## config.mk

```make
export PLATFORM = sky130hd
export DESIGN_NAME = fapc_top
export DESIGN_NICKNAME = d
export VERILOG_FILES = /design/src/rtl/fapc_pkg.sv /design/src/rtl/fapc_ecc_if.sv /design/src/rtl/fapc_ecc_dec.sv /design/src/rtl/fapc_top.sv
export SDC_FILE = /design/constraint.sdc
export NUM_CORES = 2
export LEC_CHECK = 0
export BUFFER_PORTS_ARGS = -buffer_cell sky130_fd_sc_hd__buf_2
export CAP_MARGIN = 10
export CORE_MARGIN = 4
export CORE_UTILIZATION = 35
export CTS_CLUSTER_DIAMETER = 50
export CTS_CLUSTER_SIZE = 30
export DETAILED_ROUTE_END_ITERATION = 8
export GPL_ROUTABILITY_DRIVEN = 0
export RECOVER_POWER = 25
export SYNTH_ARGS = -nofsm -noshare
export SYNTH_HDL_FRONTEND = slang
export SYNTH_HIERARCHICAL = 1
export SYNTH_SLANG_ARGS = --single-unit
```

## constraint.sdc

```tcl
create_clock -name ref_clk_i -period 3.5 [get_ports ref_clk_i]
set_input_delay 0.35 -clock ref_clk_i [delete_from_list [all_inputs] [get_ports ref_clk_i]]
set_output_delay 0.35 -clock ref_clk_i [all_outputs]
set_load 0.03 [all_outputs]
```

## src/rtl/fapc_pkg.sv

```systemverilog
// Notes on behaviour
// 64-bit bus port, 128-bit array reads.
// Four prefetch buffers, one 128-bit line each.
// Buffer hit answers with zero wait states.
// Miss at 120 MHz inserts three wait states.
// Wait states follow clock: 3/2/1 by frequency.
// Eight check bits per 64-bit word, 144-bit line.
// Writes go out 64 bits wide.
// Correct single-bit, detect double-bit errors.
// Main array split into ten sectors.
// Separate 16 KB test and shadow regions.
// Double-bit error gives bus error, records address.
// Writes and erases invalidate matching buffers.
`default_nettype none
package fapc_pkg;

  localparam int ADDR_W   = 21;
  localparam int BUS_W    = 64;
  localparam int CHK_W    = 8;
  localparam int CWORD_W  = BUS_W + CHK_W;
  localparam int LINE_W   = 2 * BUS_W;
  localparam int ARR_W    = 2 * CWORD_W;
  localparam int LINE_LSB = 4;
  localparam int WORD_LSB = 3;
  localparam int TAG_W    = ADDR_W - LINE_LSB;
  localparam int WADDR_W  = ADDR_W - WORD_LSB;
  localparam int REG_W    = 4;
  localparam int SYN_W    = 7;
  localparam int NBUF_DEF = 4;

  // Clock limits for each wait-state count
  localparam int WS3_MHZ = 120;
  localparam int WS2_MHZ = 80;
  localparam int WS1_MHZ = 60;
  localparam int WS3     = 3;
  localparam int WS2     = 2;
  localparam int WS1     = 1;

  // Region codes: 0..9 main sectors, then test, shadow, unmapped
  localparam logic [REG_W-1:0] REG_MAIN_N = 4'hA;
  localparam logic [REG_W-1:0] REG_TEST   = 4'hA;
  localparam logic [REG_W-1:0] REG_SHADOW = 4'hB;
  localparam logic [REG_W-1:0] REG_NONE   = 4'hF;

  // Sector starts, last entry is the end of the main array
  localparam logic [ADDR_W-1:0] SEC_BASE [0:10] = '{
    21'h000000, 21'h004000, 21'h010000, 21'h01C000, 21'h020000, 21'h030000,
    21'h040000, 21'h060000, 21'h080000, 21'h0C0000, 21'h100000};
  localparam logic [ADDR_W-1:0] TEST_BASE   = 21'h100000;
  localparam logic [ADDR_W-1:0] SHADOW_BASE = 21'h104000;
  localparam logic [ADDR_W-1:0] SHADOW_END  = 21'h108000;

  typedef enum logic [1:0] {
    FAPC_IDLE  = 2'b00,
    FAPC_FETCH = 2'b01
  } fapc_state_t;

  function automatic int fapc_ws(input int mhz);
    if (mhz <= WS1_MHZ) return WS1;
    if (mhz <= WS2_MHZ) return WS2;
    return WS3;
  endfunction

  function automatic logic [REG_W-1:0] fapc_region(input logic [ADDR_W-1:0] a);
    logic [REG_W-1:0] r;
    r = REG_NONE;
    for (int s = 0; s < 10; s++) begin
      if (a >= SEC_BASE[s] && a < SEC_BASE[s+1]) r = REG_W'(s);
    end
    if (a >= TEST_BASE && a < SHADOW_BASE) r = REG_TEST;
    if (a >= SHADOW_BASE && a < SHADOW_END) r = REG_SHADOW;
    return r;
  endfunction

  // Hamming column of each data bit: positions 3..71 skipping powers of two
  function automatic logic [BUS_W-1:0] fapc_ecc_mask(input int k);
    logic [BUS_W-1:0] m;
    logic [6:0]       p;
    int               idx;
    m   = '0;
    idx = 0;
    for (int j = 3; j < CWORD_W; j++) begin
      p = 7'(j);
      if ((p & (p - 7'h01)) != 7'h00) begin
        if (idx < BUS_W) m[idx] = p[k];
        idx++;
      end
    end
    return m;
  endfunction

  localparam logic [BUS_W-1:0] ECC_MASK [0:SYN_W-1] = '{
    fapc_ecc_mask(0), fapc_ecc_mask(1), fapc_ecc_mask(2), fapc_ecc_mask(3),
    fapc_ecc_mask(4), fapc_ecc_mask(5), fapc_ecc_mask(6)};

  function automatic logic [SYN_W-1:0] fapc_ecc_syn(input logic [BUS_W-1:0] d,
                                                     input logic [CHK_W-1:0] c);
    logic [SYN_W-1:0] s;
    for (int k = 0; k < SYN_W; k++) s[k] = c[k] ^ (^(d & ECC_MASK[k]));
    return s;
  endfunction

  function automatic logic [CHK_W-1:0] fapc_ecc_enc(input logic [BUS_W-1:0] d);
    logic [CHK_W-1:0] c;
    c = '0;
    c[SYN_W-1:0] = fapc_ecc_syn(d, c);
    c[CHK_W-1]   = ^{d, c[SYN_W-1:0]};
    return c;
  endfunction

endpackage
`default_nettype wire

```

## src/rtl/fapc_ecc_if.sv

```systemverilog
`timescale 1ns/1ps
`default_nettype none
interface fapc_ecc_if;
  import fapc_pkg::*;
  logic [ARR_W-1:0]  line;
  logic [LINE_W-1:0] data;
  logic [1:0]        sbe;
  logic [1:0]        dbe;
  modport dec (input line, output data, sbe, dbe);
  modport user (output line, input data, sbe, dbe);
endinterface
`default_nettype wire

```

## src/rtl/fapc_ecc_dec.sv

```systemverilog
`timescale 1ns/1ps
`default_nettype none
module fapc_ecc_dec (
  fapc_ecc_if.dec e
);
  import fapc_pkg::*;

  for (genvar w = 0; w < 2; w++) begin : g_word
    logic [BUS_W-1:0] d;
    logic [CHK_W-1:0] c;
    logic [SYN_W-1:0] syn;
    logic             par;
    logic [BUS_W-1:0] fix;
    assign d = e.line[w*CWORD_W +: BUS_W];
    assign c = e.line[w*CWORD_W+BUS_W +: CHK_W];
    always_comb begin
      syn = fapc_ecc_syn(d, c);
      par = ^{d, c};
      for (int i = 0; i < BUS_W; i++) begin
        fix[i] = par && (syn == {ECC_MASK[6][i], ECC_MASK[5][i], ECC_MASK[4][i],
                                 ECC_MASK[3][i], ECC_MASK[2][i], ECC_MASK[1][i],
                                 ECC_MASK[0][i]});
      end
    end
    // Odd parity means one flip, even parity with a syndrome means two
    assign e.data[w*BUS_W +: BUS_W] = d ^ fix;
    assign e.sbe[w] = par;
    assign e.dbe[w] = !par && (syn != '0);
  end
endmodule
`default_nettype wire

```

## src/rtl/fapc_top.sv

```systemverilog
`timescale 1ns/1ps
`default_nettype none
module fapc_top #(
  parameter int SYS_CLK_MHZ = 120,
  parameter int NBUF        = fapc_pkg::NBUF_DEF
) (
  // Clock and reset
  input  wire logic                           ref_clk_i,
  input  wire logic                           rst_n_i,
  // System bus port
  input  wire logic                           bus_req_i,
  input  wire logic                           bus_we_i,
  input  wire logic [fapc_pkg::ADDR_W-1:0]    bus_addr_i,
  input  wire logic [fapc_pkg::BUS_W-1:0]     bus_wdata_i,
  output logic      [fapc_pkg::BUS_W-1:0]     bus_rdata_o,
  output logic                                bus_ready_o,
  output logic                                bus_err_o,
  output logic                                bus_busy_o,
  // Status
  output logic                                corr_o,
  output logic      [fapc_pkg::ADDR_W-1:0]    fail_addr_o,
  output logic      [fapc_pkg::REG_W-1:0]     sector_o,
  // Erase notification
  input  wire logic                           erase_i,
  input  wire logic [fapc_pkg::REG_W-1:0]     erase_region_i,
  // Flash array
  output logic                                arr_rd_o,
  output logic      [fapc_pkg::TAG_W-1:0]     arr_line_o,
  input  wire logic [fapc_pkg::ARR_W-1:0]     arr_rdata_i,
  output logic                                arr_wr_o,
  output logic      [fapc_pkg::WADDR_W-1:0]   arr_waddr_o,
  output logic      [fapc_pkg::CWORD_W-1:0]   arr_wdata_o
);
  import fapc_pkg::*;

  localparam int VIC_W    = (NBUF > 1) ? $clog2(NBUF) : 1;
  localparam int WAIT_CYC = fapc_ws(SYS_CLK_MHZ);
  localparam logic [1:0] WAIT_LD = 2'(WAIT_CYC);
  localparam logic [1:0] WAIT_LAST = 2'h1;

  if (SYS_CLK_MHZ < 1 || SYS_CLK_MHZ > WS3_MHZ) begin : g_bad_clk
    $error("fapc_top: clock above the fastest wait-state setting");
  end
  if (NBUF < 1 || NBUF > 16 || (NBUF & (NBUF - 1)) != 0) begin : g_bad_nbuf
    $error("fapc_top: buffer count must be a power of two up to 16");
  end

  fapc_state_t          state_r;
  logic [1:0]           wcnt_r;
  logic [ADDR_W-1:0]    pend_addr_r;
  logic                 kill_r;
  logic [NBUF-1:0]      vld_r;
  logic [TAG_W-1:0]     tag_r [NBUF];
  logic [LINE_W-1:0]    dat_r [NBUF];
  logic [1:0]           bad_r [NBUF];
  logic [VIC_W-1:0]     vic_r;
  logic [NBUF-1:0]      hit_v;
  logic [NBUF-1:0]      inv_v;
  logic [VIC_W-1:0]     hit_idx;
  logic                 hit;
  logic                 take;
  logic                 take_rd;
  logic                 take_wr;
  logic                 mapped;
  logic                 miss_start;
  logic                 capture;
  logic                 erase_pend;
  logic                 fill_ok;
  logic [REG_W-1:0]     req_region;
  logic [TAG_W-1:0]     req_tag;
  logic [ADDR_W-1:0]    resp_addr_r;
  logic [3:0]           lat_r;
  logic                 miss_resp_r;
  logic [NBUF-1:0]      hit_v_past;

  fapc_ecc_if ecc ();
  fapc_ecc_dec u_dec (
    .e (ecc.dec)
  );
  assign ecc.line = arr_rdata_i;

  assign req_region = fapc_region(bus_addr_i);
  assign req_tag    = bus_addr_i[ADDR_W-1:LINE_LSB];
  assign mapped     = req_region != REG_NONE;
  // Requests are only taken while idle; a busy master must retry
  assign take       = bus_req_i && state_r == FAPC_IDLE;
  assign take_rd    = take && !bus_we_i && mapped;
  assign take_wr    = take && bus_we_i && mapped;
  assign miss_start = take_rd && !hit;
  assign capture    = state_r == FAPC_FETCH && wcnt_r == WAIT_LAST;
  assign erase_pend = erase_i && fapc_region(pend_addr_r) == erase_region_i;
  assign fill_ok    = !kill_r && !erase_pend;

  for (genvar b = 0; b < NBUF; b++) begin : g_buf
    logic [ADDR_W-1:0] base;
    assign base     = {tag_r[b], {LINE_LSB{1'b0}}};
    assign hit_v[b] = vld_r[b] && tag_r[b] == req_tag;
    assign inv_v[b] = (take_wr && tag_r[b] == req_tag) ||
                      (erase_i && fapc_region(base) == erase_region_i);
  end

  always_comb begin
    hit_idx = '0;
    for (int b = NBUF - 1; b >= 0; b--) begin
      if (hit_v[b]) hit_idx = VIC_W'(b);
    end
  end
  assign hit = |hit_v;

  // Miss sequencing
  always_ff @(posedge ref_clk_i or negedge rst_n_i) begin
    if (!rst_n_i) begin
      state_r     <= FAPC_IDLE;
      wcnt_r      <= '0;
      pend_addr_r <= '0;
      kill_r      <= 1'b0;
    end else begin
      case (state_r)
        FAPC_IDLE: begin
          kill_r <= 1'b0;
          if (miss_start) begin
            state_r     <= FAPC_FETCH;
            wcnt_r      <= WAIT_LD;
            pend_addr_r <= bus_addr_i;
          end
        end
        FAPC_FETCH: begin
          wcnt_r <= wcnt_r - 2'h1;
          if (erase_pend) kill_r <= 1'b1;
          if (capture) state_r <= FAPC_IDLE;
        end
        default: state_r <= FAPC_IDLE;
      endcase
    end
  end

  // Array read strobe stands through the wait states
  always_ff @(posedge ref_clk_i or negedge rst_n_i) begin
    if (!rst_n_i) begin
      arr_rd_o   <= 1'b0;
      arr_line_o <= '0;
      bus_busy_o <= 1'b0;
    end else begin
      if (miss_start) begin
        arr_rd_o   <= 1'b1;
        arr_line_o <= req_tag;
        bus_busy_o <= 1'b1;
      end else if (capture) begin
        arr_rd_o   <= 1'b0;
        bus_busy_o <= 1'b0;
      end
    end
  end

  // Prefetch buffers, round-robin replacement
  always_ff @(posedge ref_clk_i or negedge rst_n_i) begin
    if (!rst_n_i) begin
      vld_r <= '0;
      vic_r <= '0;
      for (int b = 0; b < NBUF; b++) begin
        tag_r[b] <= '0;
        dat_r[b] <= '0;
        bad_r[b] <= '0;
      end
    end else begin
      if (capture) begin
        tag_r[vic_r] <= pend_addr_r[ADDR_W-1:LINE_LSB];
        dat_r[vic_r] <= ecc.data;
        bad_r[vic_r] <= ecc.dbe;
        vic_r        <= vic_r + VIC_W'(1);
      end
      // Invalidation outranks a fill so stale data never lands
      for (int b = 0; b < NBUF; b++) begin
        if (inv_v[b]) vld_r[b] <= 1'b0;
        else if (capture && vic_r == VIC_W'(b)) vld_r[b] <= fill_ok;
      end
    end
  end

  // Bus answer
  always_ff @(posedge ref_clk_i or negedge rst_n_i) begin
    if (!rst_n_i) begin
      bus_ready_o <= 1'b0;
      bus_err_o   <= 1'b0;
      bus_rdata_o <= '0;
      corr_o      <= 1'b0;
      sector_o    <= REG_NONE;
      fail_addr_o <= '0;
      resp_addr_r <= '0;
      miss_resp_r <= 1'b0;
    end else begin
      bus_ready_o <= 1'b0;
      bus_err_o   <= 1'b0;
      corr_o      <= 1'b0;
      miss_resp_r <= 1'b0;
      if (take && !mapped) begin
        bus_ready_o <= 1'b1;
        bus_err_o   <= 1'b1;
        sector_o    <= REG_NONE;
        resp_addr_r <= bus_addr_i;
      end else if (take_wr) begin
        bus_ready_o <= 1'b1;
        sector_o    <= req_region;
        resp_addr_r <= bus_addr_i;
      end else if (take_rd && hit) begin
        bus_ready_o <= 1'b1;
        bus_rdata_o <= dat_r[hit_idx][bus_addr_i[WORD_LSB]*BUS_W +: BUS_W];
        bus_err_o   <= bad_r[hit_idx][bus_addr_i[WORD_LSB]];
        sector_o    <= req_region;
        resp_addr_r <= bus_addr_i;
        if (bad_r[hit_idx][bus_addr_i[WORD_LSB]]) fail_addr_o <= bus_addr_i;
      end else if (capture) begin
        bus_ready_o <= 1'b1;
        bus_rdata_o <= ecc.data[pend_addr_r[WORD_LSB]*BUS_W +: BUS_W];
        bus_err_o   <= ecc.dbe[pend_addr_r[WORD_LSB]];
        corr_o      <= |ecc.sbe;
        sector_o    <= fapc_region(pend_addr_r);
        resp_addr_r <= pend_addr_r;
        miss_resp_r <= 1'b1;
        if (ecc.dbe[pend_addr_r[WORD_LSB]]) fail_addr_o <= pend_addr_r;
      end
    end
  end

  // Program path: one 64-bit word with its check byte
  always_ff @(posedge ref_clk_i or negedge rst_n_i) begin
    if (!rst_n_i) begin
      arr_wr_o    <= 1'b0;
      arr_waddr_o <= '0;
      arr_wdata_o <= '0;
    end else begin
      arr_wr_o <= take_wr;
      if (take_wr) begin
        arr_waddr_o <= bus_addr_i[ADDR_W-1:WORD_LSB];
        arr_wdata_o <= {fapc_ecc_enc(bus_wdata_i), bus_wdata_i};
      end
    end
  end

  // Helper: cycles since a miss was taken
  always_ff @(posedge ref_clk_i or negedge rst_n_i) begin
    if (!rst_n_i) lat_r <= '0;
    else if (miss_start) lat_r <= 4'h1;
    else if (state_r == FAPC_FETCH) lat_r <= lat_r + 4'h1;
  end

  always_ff @(posedge ref_clk_i or negedge rst_n_i) begin
    if (!rst_n_i) hit_v_past <= '0;
    else hit_v_past <= hit_v;
  end
endmodule
`default_nettype wire

```

# ---- Word-level counts from Yosys, hierarchy flattened
# Cells that the tools add are included.
dict set report totals {
  inputBits 238
  rom_bits 0
  regBits 821
  out_inout_bits 202
  n_memories 0
  ramBits 0
  latchBits 0
}
dict set report op_classes {
  reduce_logical 286
  bitwise_logic 20
  n_addsub 2
  mux 134
  n_shift 2
  n_lt_le_gt_ge 149
  eq_ne 147
  div 0
  mul 0
}
# cell count
set ops {}
lappend ops {{64-bit XOR reduction} 21}
lappend ops {{512-bit bitwise mux} 1}
lappend ops {{7-bit by 6-bit == test with 1-bit output, second input constant} 62}
lappend ops {{128-bit 2-to-1 mux} 3}
lappend ops {{21-bit less-than comparator, second input constant} 18}
lappend ops {{4-bit 2-to-1 mux} 76}
lappend ops {{128-bit binary-select mux with 2-bit select} 1}
lappend ops {{128-bit demux with 2-bit select} 1}
lappend ops {{128-bit by 8-bit indexed part select with 64-bit output} 2}
lappend ops {{21-bit by 17-bit >= comparator with 1-bit output, second input constant} 12}
lappend ops {{21-bit by 18-bit >= comparator with 1-bit output, second input constant} 12}
lappend ops {{21-bit by 19-bit >= comparator with 1-bit output, second input constant} 12}
lappend ops {{21-bit by 20-bit >= comparator with 1-bit output, second input constant} 12}
lappend ops {{21-bit >= comparator, second input constant} 12}
lappend ops {{21-bit by 17-bit less-than comparator with 1-bit output, second input constant} 12}
lappend ops {{21-bit by 18-bit less-than comparator with 1-bit output, second input constant} 12}
lappend ops {{21-bit by 19-bit less-than comparator with 1-bit output, second input constant} 12}
lappend ops {{21-bit by 20-bit less-than comparator with 1-bit output, second input constant} 12}
lappend ops {{1-bit logical AND} 230}
lappend ops {{7-bit by 5-bit == test with 1-bit output, second input constant} 30}
lappend ops {{72-bit XOR reduction} 2}
lappend ops {{64-bit 2-to-1 mux} 2}
lappend ops {{64-bit XOR} 2}
lappend ops {{21-bit by 1-bit >= comparator with 1-bit output, second input constant} 6}
lappend ops {{other kinds (44)} 175}

# ---- Logic depth before layout (Yosys ltp)
dict set report depth {
  ltp_word 20
  ltp_mapped 14
  mapped_depth_nobuf 13
}

# ---- Modules after synthesis
# The synthesis kept the hierarchy.
# mod seq_area_each_um2 n_inst area_each_um2 cells_per_inst
set by_module_without_submodules {}
lappend by_module_without_submodules {fapc_top 20524.7 1 38669.6 2877}
lappend by_module_without_submodules {fapc_ecc_dec 0.0 1 5187.5 594}

# ---- Worst setup path after synthesis
# No wires, ideal clock.
dict set report synth_timing {
  path_type {input-to-reg}
  startpoint {in arr_rdata_i[9] (netlist name)}
  endpoint {reg fail_addr_o[10] (netlist name)}
  path_buffers 2
  arrival_time_ps 3688
  setup_slack_ps -313
  setup_time_ps 125
  cell_stages 14
  cell_sequence {xor3_2 > xnor2_1 > xnor3_1 > xnor2_1 > nor3_1 > a31oi_1 > clkbuf_1 > nor3_1 > o31ai_1 > mux2i_1 > nor2_1 > a31oi_4 > buf_12 > mux2_4}
}
dict set report synth_via {
  elab_chain_cells 8
}
# element line
set synth_rtl {}
lappend synth_rtl {{from (decl)} fapc_top.sv:29} ;# input wire logic [fapc_pkg::ARR_W-1:0] arr_rdata_i,
lappend synth_rtl {{64-bit XOR reduction} fapc_pkg.sv:99} ;# for (int k = 0; k < SYN_W; k++) s[k] = c[k] ^ (^(d & ECC_MASK[k]));
lappend synth_rtl {{1-bit XOR} fapc_pkg.sv:99}
lappend synth_rtl {{7-bit nonzero test} fapc_ecc_dec.sv:28} ;# assign e.dbe[w] = !par && (syn != '0);
lappend synth_rtl {{1-bit logical AND (*)} fapc_ecc_dec.sv:28}
lappend synth_rtl {{named net ecc.dbe[0]} fapc_ecc_if.sv:8} ;# logic [1:0] dbe;
lappend synth_rtl {{1-bit 2-to-1 mux (not written as such) (*) (2 in series)} fapc_top.sv:220} ;# if (ecc.dbe[pend_addr_r[WORD_LSB]]) fail_addr_o <= pend_addr_r;
lappend synth_rtl {{2-bit nonzero test (no source line) (*)} --}
lappend synth_rtl {{5-bit AND reduction (no source line) (*)} --}
lappend synth_rtl {{to (signal assigned)} fapc_top.sv:211} ;# if (bad_r[hit_idx][bus_addr_i[WORD_LSB]]) fail_addr_o <= bus_addr_i;
lappend synth_rtl {{to (signal assigned)} fapc_top.sv:220}
lappend synth_rtl {{to (decl)} fapc_top.sv:21} ;# output logic [fapc_pkg::ADDR_W-1:0] fail_addr_o,
# The timed path passes the listed nets; every way through them passes the cells marked *. The select of a mux whose other input is x is not followed.
# A chain may end at the register's enable or synchronous reset.

# ---- Final worst setup path
dict set report layout_timing {
  startpoint {in arr_rdata_i[39] (netlist name)}
  endpoint {reg bus_rdata_o[10] (netlist name)}
}
dict set report layout_via {
  elab_chain_cells 8
}
# element line
set layout_rtl {}
lappend layout_rtl {{64-bit XOR reduction} fapc_pkg.sv:99}
lappend layout_rtl {{1-bit XOR} fapc_pkg.sv:99}
lappend layout_rtl {{7-bit by 4-bit == test with 1-bit output} fapc_ecc_dec.sv:20} ;# fix[i] = par && (syn == {ECC_MASK[6][i], ECC_MASK[5][i], ECC_MASK[4][i],
lappend layout_rtl {{1-bit logical AND (*)} fapc_ecc_dec.sv:20}
lappend layout_rtl {{64-bit XOR (*)} fapc_ecc_dec.sv:26} ;# assign e.data[w*BUS_W +: BUS_W] = d ^ fix;
lappend layout_rtl {{named net ecc.data[10]} fapc_ecc_if.sv:6} ;# logic [LINE_W-1:0] data;
lappend layout_rtl {{128-bit by 8-bit indexed part select with 64-bit output (*)} fapc_top.sv:214} ;# bus_rdata_o <= ecc.data[pend_addr_r[WORD_LSB]*BUS_W +: BUS_W];
lappend layout_rtl {{64-bit 2-to-1 mux (*)} fapc_top.sv:212} ;# end else if (capture) begin
lappend layout_rtl {{64-bit 2-to-1 mux (*)} fapc_top.sv:205} ;# end else if (take_rd && hit) begin
lappend layout_rtl {{to (signal assigned)} fapc_top.sv:207} ;# bus_rdata_o <= dat_r[hit_idx][bus_addr_i[WORD_LSB]*BUS_W +: BUS_W];
lappend layout_rtl {{to (signal assigned)} fapc_top.sv:214}
lappend layout_rtl {{to (decl)} fapc_top.sv:15} ;# output logic [fapc_pkg::BUS_W-1:0] bus_rdata_o,
# Marked as above.

==> impl_metrics.json <==
{
  "setup.worst_path.end_class": "flip-flop",
  "wire_per_inst_um": 22.4,
  "clk_pin_slew_ps": 60,
  "power.share.switching": 0.383,
  "ys_async_sr_fraction": 1.00,
  "wl_met2_mm": 64.5,
  "yosysMostFrequentCell": "dfrtp_1",
  "netlist.area_leader.share": 0.466,
  "synth-edff-count": 0,
  "crit_arrival_ps": 4040,
  "syn_area_um2": 43900,
  "cp-start-kind": "input port",
  "syn_avg_cell_area_um2": 12.6,
  "fp.dieH_um": 362,
  "route.met3.wl_mm": 8.35,
  "crit_slowest_cell": "xnor3_1",
  "cts_root_buf": "clkbuf_16",
  "violations": "max-capacitance violations, max-slew violations",
  "ys_seq_area_frac": 0.468,
  "netlist_top_cells_area": "dfrtp_1, mux2_2, mux4_2",
  "hpwl_mm": 99.6,
  "yosys.area.top_type": "dfrtp_1",
  "p_total_w": 0.0528,
  "grt_overflow": 0,
  "clock_path_buffers": 3,
  "syn_nets": 3714,
  "post-place-ws_ps": -830,
  "setup_ws_ps": 75.7,
  "drc_errors": 0,
  "die_area_um2": 131000,
  "crit_path_cell_trace": "buf_2 -> xnor2_1 -> xnor3_1 -> xnor2_1 -> xnor3_1 -> xnor2_4 -> buf_4 -> mux2i_4 -> buf_12 -> nor3_1 -> xor2_1 -> mux2i_1 -> nor2_1 -> a211oi_1 -> a21oi_1",
  "dr_total_vias": 31300,
  "outcome": "finished, violations left",
  "setup_viol": 0,
  "num_rows": 129,
  "drive_above_1_share": 0.443,
  "grt_pass1_vias": 32200,
  "rsz0062_at_grt": "yes",
  "design_area_um2": 56000,
  "initial_utilization": 0.353,
  "dpl_cell_area_um2": 51600,
  "numCtsBuffers": 101,
  "grt.total_usage": 0.207,
  "power.net_switching_w": 0.0202,
  "p_int_w": 0.0326,
  "top_layer_used": "met4",
  "ys.flop_type": "dfrtp_1",
  "required_ps": 4120,
  "seqPwrFrac": 0.321,
  "area_growth_pct": 27.8,
  "cts_num_sinks": 820,
  "synthCells": 3471,
  "cap_violations": 1,
  "combPwrFrac": 0.466,
  "ir_drop_mv": 0.782,
  "drt_iter0_drc": 2099,
  "setup_tns_ps": 0,
  "p_leak_nw": 25.2,
  "slew_viol_final": 62,
  "power.density_nw_per_um2": 942,
  "cts_max_level": 3,
  "fmax_mhz": 292,
  "max_slew_margin": -0.549,
  "hp-class": "input port to flip-flop",
  "skew_ps": 63.3,
  "antenna_found_initial": 3,
  "grt_pass1_wl_mm": 207,
  "cp_slowest_stage_delay_ps": 510,
  "nFillCells": 11400,
  "routed_via_density": 5.12,
  "reg2reg_slack_ps": 160,
  "ys_warn_count": 6,
  "synth_common_cells": "dfrtp_1, mux2_2, nand2_1",
  "ant_nets": 0,
  "tightest_slew_ps": 2320,
  "clk_latency_ps": 720,
  "hold_viol_final": 0,
  "p_clk_frac": 0.213,
  "cts_tree": "yes",
  "ys_seq_elements": 820,
  "wirelength_met1_mm": 60.1,
  "portBuffers": 439,
  "crit_path_max_fanout": 17,
  "ios": 440,
  "grt_max_degree": 119,
  "critical_path_class": "input port to flip-flop",
  "yosysUniqueCellTypes": 74,
  "core_um2": 124000,
  "period_needed_ps": 3420,
  "finalNetCount": 4634,
  "die_w_um": 362,
  "routed_wl_mm": 137,
  "final.period_utilization": 0.978,
  "drt_first_pass_iters": 6
}
-- flip-flops by register name, indices dropped and copies added (netlist names) --
signal / flops
arr_waddr_o: 18
bus_rdata_o: 64
vic_r: 2
sector_o: 4
pend_addr_r: 21
bad_r: 8
vld_r: 4
bus_ready_o: 1
g_buf.base: 68
fail_addr_o: 21
bus_err_o: 1
arr_wdata_o: 72
wcnt_r: 2
state_r: 1
dat_r: 512
arr_rd_o: 1
arr_line_o: 17
corr_o: 1
arr_wr_o: 1
kill_r: 1
-- kinds of logic (layout without fill, tap and decap cells) --
logic type,Yosys count,count (layout),share of synthesized area
adder cells (fa/ha/maj),5,5,0.00143
XOR/XNOR,584,584,0.136
AO/OA/AOI/OAI,243,243,0.0349
flip-flops,820,820,0.468
multiplexers,918,918,0.266
buffers and inverters,239,1245,0.0266
other,0,2,0
AND/OR/NAND/NOR,662,662,0.0668
-- worst max-delay path, delay by kind of cell --
family	cells	cell delay (ps)
buffers and inverters	3	480
multiplexers	2	340
AO/OA/AOI/OAI	2	180
AND/OR/NAND/NOR	2	580
XOR/XNOR	6	2080
-- final cells by class --
cell class / count / area, um^2 / share of cell area
antenna: 2 / 5.00 / 0.0000893
clock buffer: 121 / 2730 / 0.0486
clock inverter: 68 / 940 / 0.0168
inverter: 19 / 71.3 / 0.00127
multi-input combinational: 2412 / 22400 / 0.399
sequential: 820 / 20500 / 0.366
tap: 1637 / 2050 / 0.0366
timing repair buffer: 1037 / 7360 / 0.131
-- worst paths after layout --
| check | to | depth (start not counted) | start |
|---|---|---|---|
| worst max-delay path | bus_rdata_o[10] | 15 | arr_rdata_i[39] |
| worst min-delay path | arr_waddr_o[8] | 4 | bus_addr_i[11] |
| worst max register to register | fail_addr_o[1] | 12 | g_buf[2].base[15] |
| worst min register to register | arr_waddr_o[15] | 2 | arr_waddr_o[15] |
| max in group asynchronous | arr_line_o[3] | 4 | rst_n_i |
| min in group asynchronous | dat_r[308] | 2 | rst_n_i |
-- timing repair --
item | 4_1_cts | 5_1_grt
setup endpoints to repair | 4 | 48
setup buffers | 0 | 9
hold buffers | 75 | 0
resized for setup | 2 | 9
pin swaps | 0 | 2
hold endpoints to repair | 131 | 0
-- cell usage in the layout (no fill, tap or decap), drive strengths merged, types with 7 or more instances in the layout --
cell         count
a211oi          66
a21oi           89
and3             7
buf            952
bufinv          11
clkbuf         131
clkinv          24
clkinvlp        10
dfrtp          816
dlygate4sd3     75
inv             42
mux2           656
mux2i          134
mux4           128
nand2          331
nand3           26
nand4            9
nor2           152
nor3            86
nor4            24
o21ai           50
o31ai            9
xnor2          321
xnor3           53
xor2           204
-- metal layers --
metal  GRT usage  vias up
met5           0        -
met1       0.284    16100
met4      0.0654        0
li1            -    14100
met3      0.0379      203
met2       0.334      918
-- power by group through the flow --
stage | sequential, W | clock, W | combinational, W
5_1_grt | 0.0175 | 0.0119 | 0.0262
2_1_floorplan | 0.0181 | 0 | 0.0136
4_1_cts | 0.0169 | 0.0115 | 0.0246
3_3_place_gp | 0.0169 | 0 | 0.0240
6_report | 0.0170 | 0.0112 | 0.0246
3_5_place_dp | 0.0171 | 0 | 0.0244
-- per-stage QoR --
step / std cells / hold WS (ps) / utilization
floorplan: 3471 / 54.4 / -
global placement: 5841 / 430 / 0.415
detailed placement: 5841 / 443 / 0.415
CTS: 6105 / 10.1 / 0.451
global route: 6116 / 34.7 / 0.451
finish: 6116 / 71.5 / 0.451
Note: power is estimated with default switching activity, not from simulation.
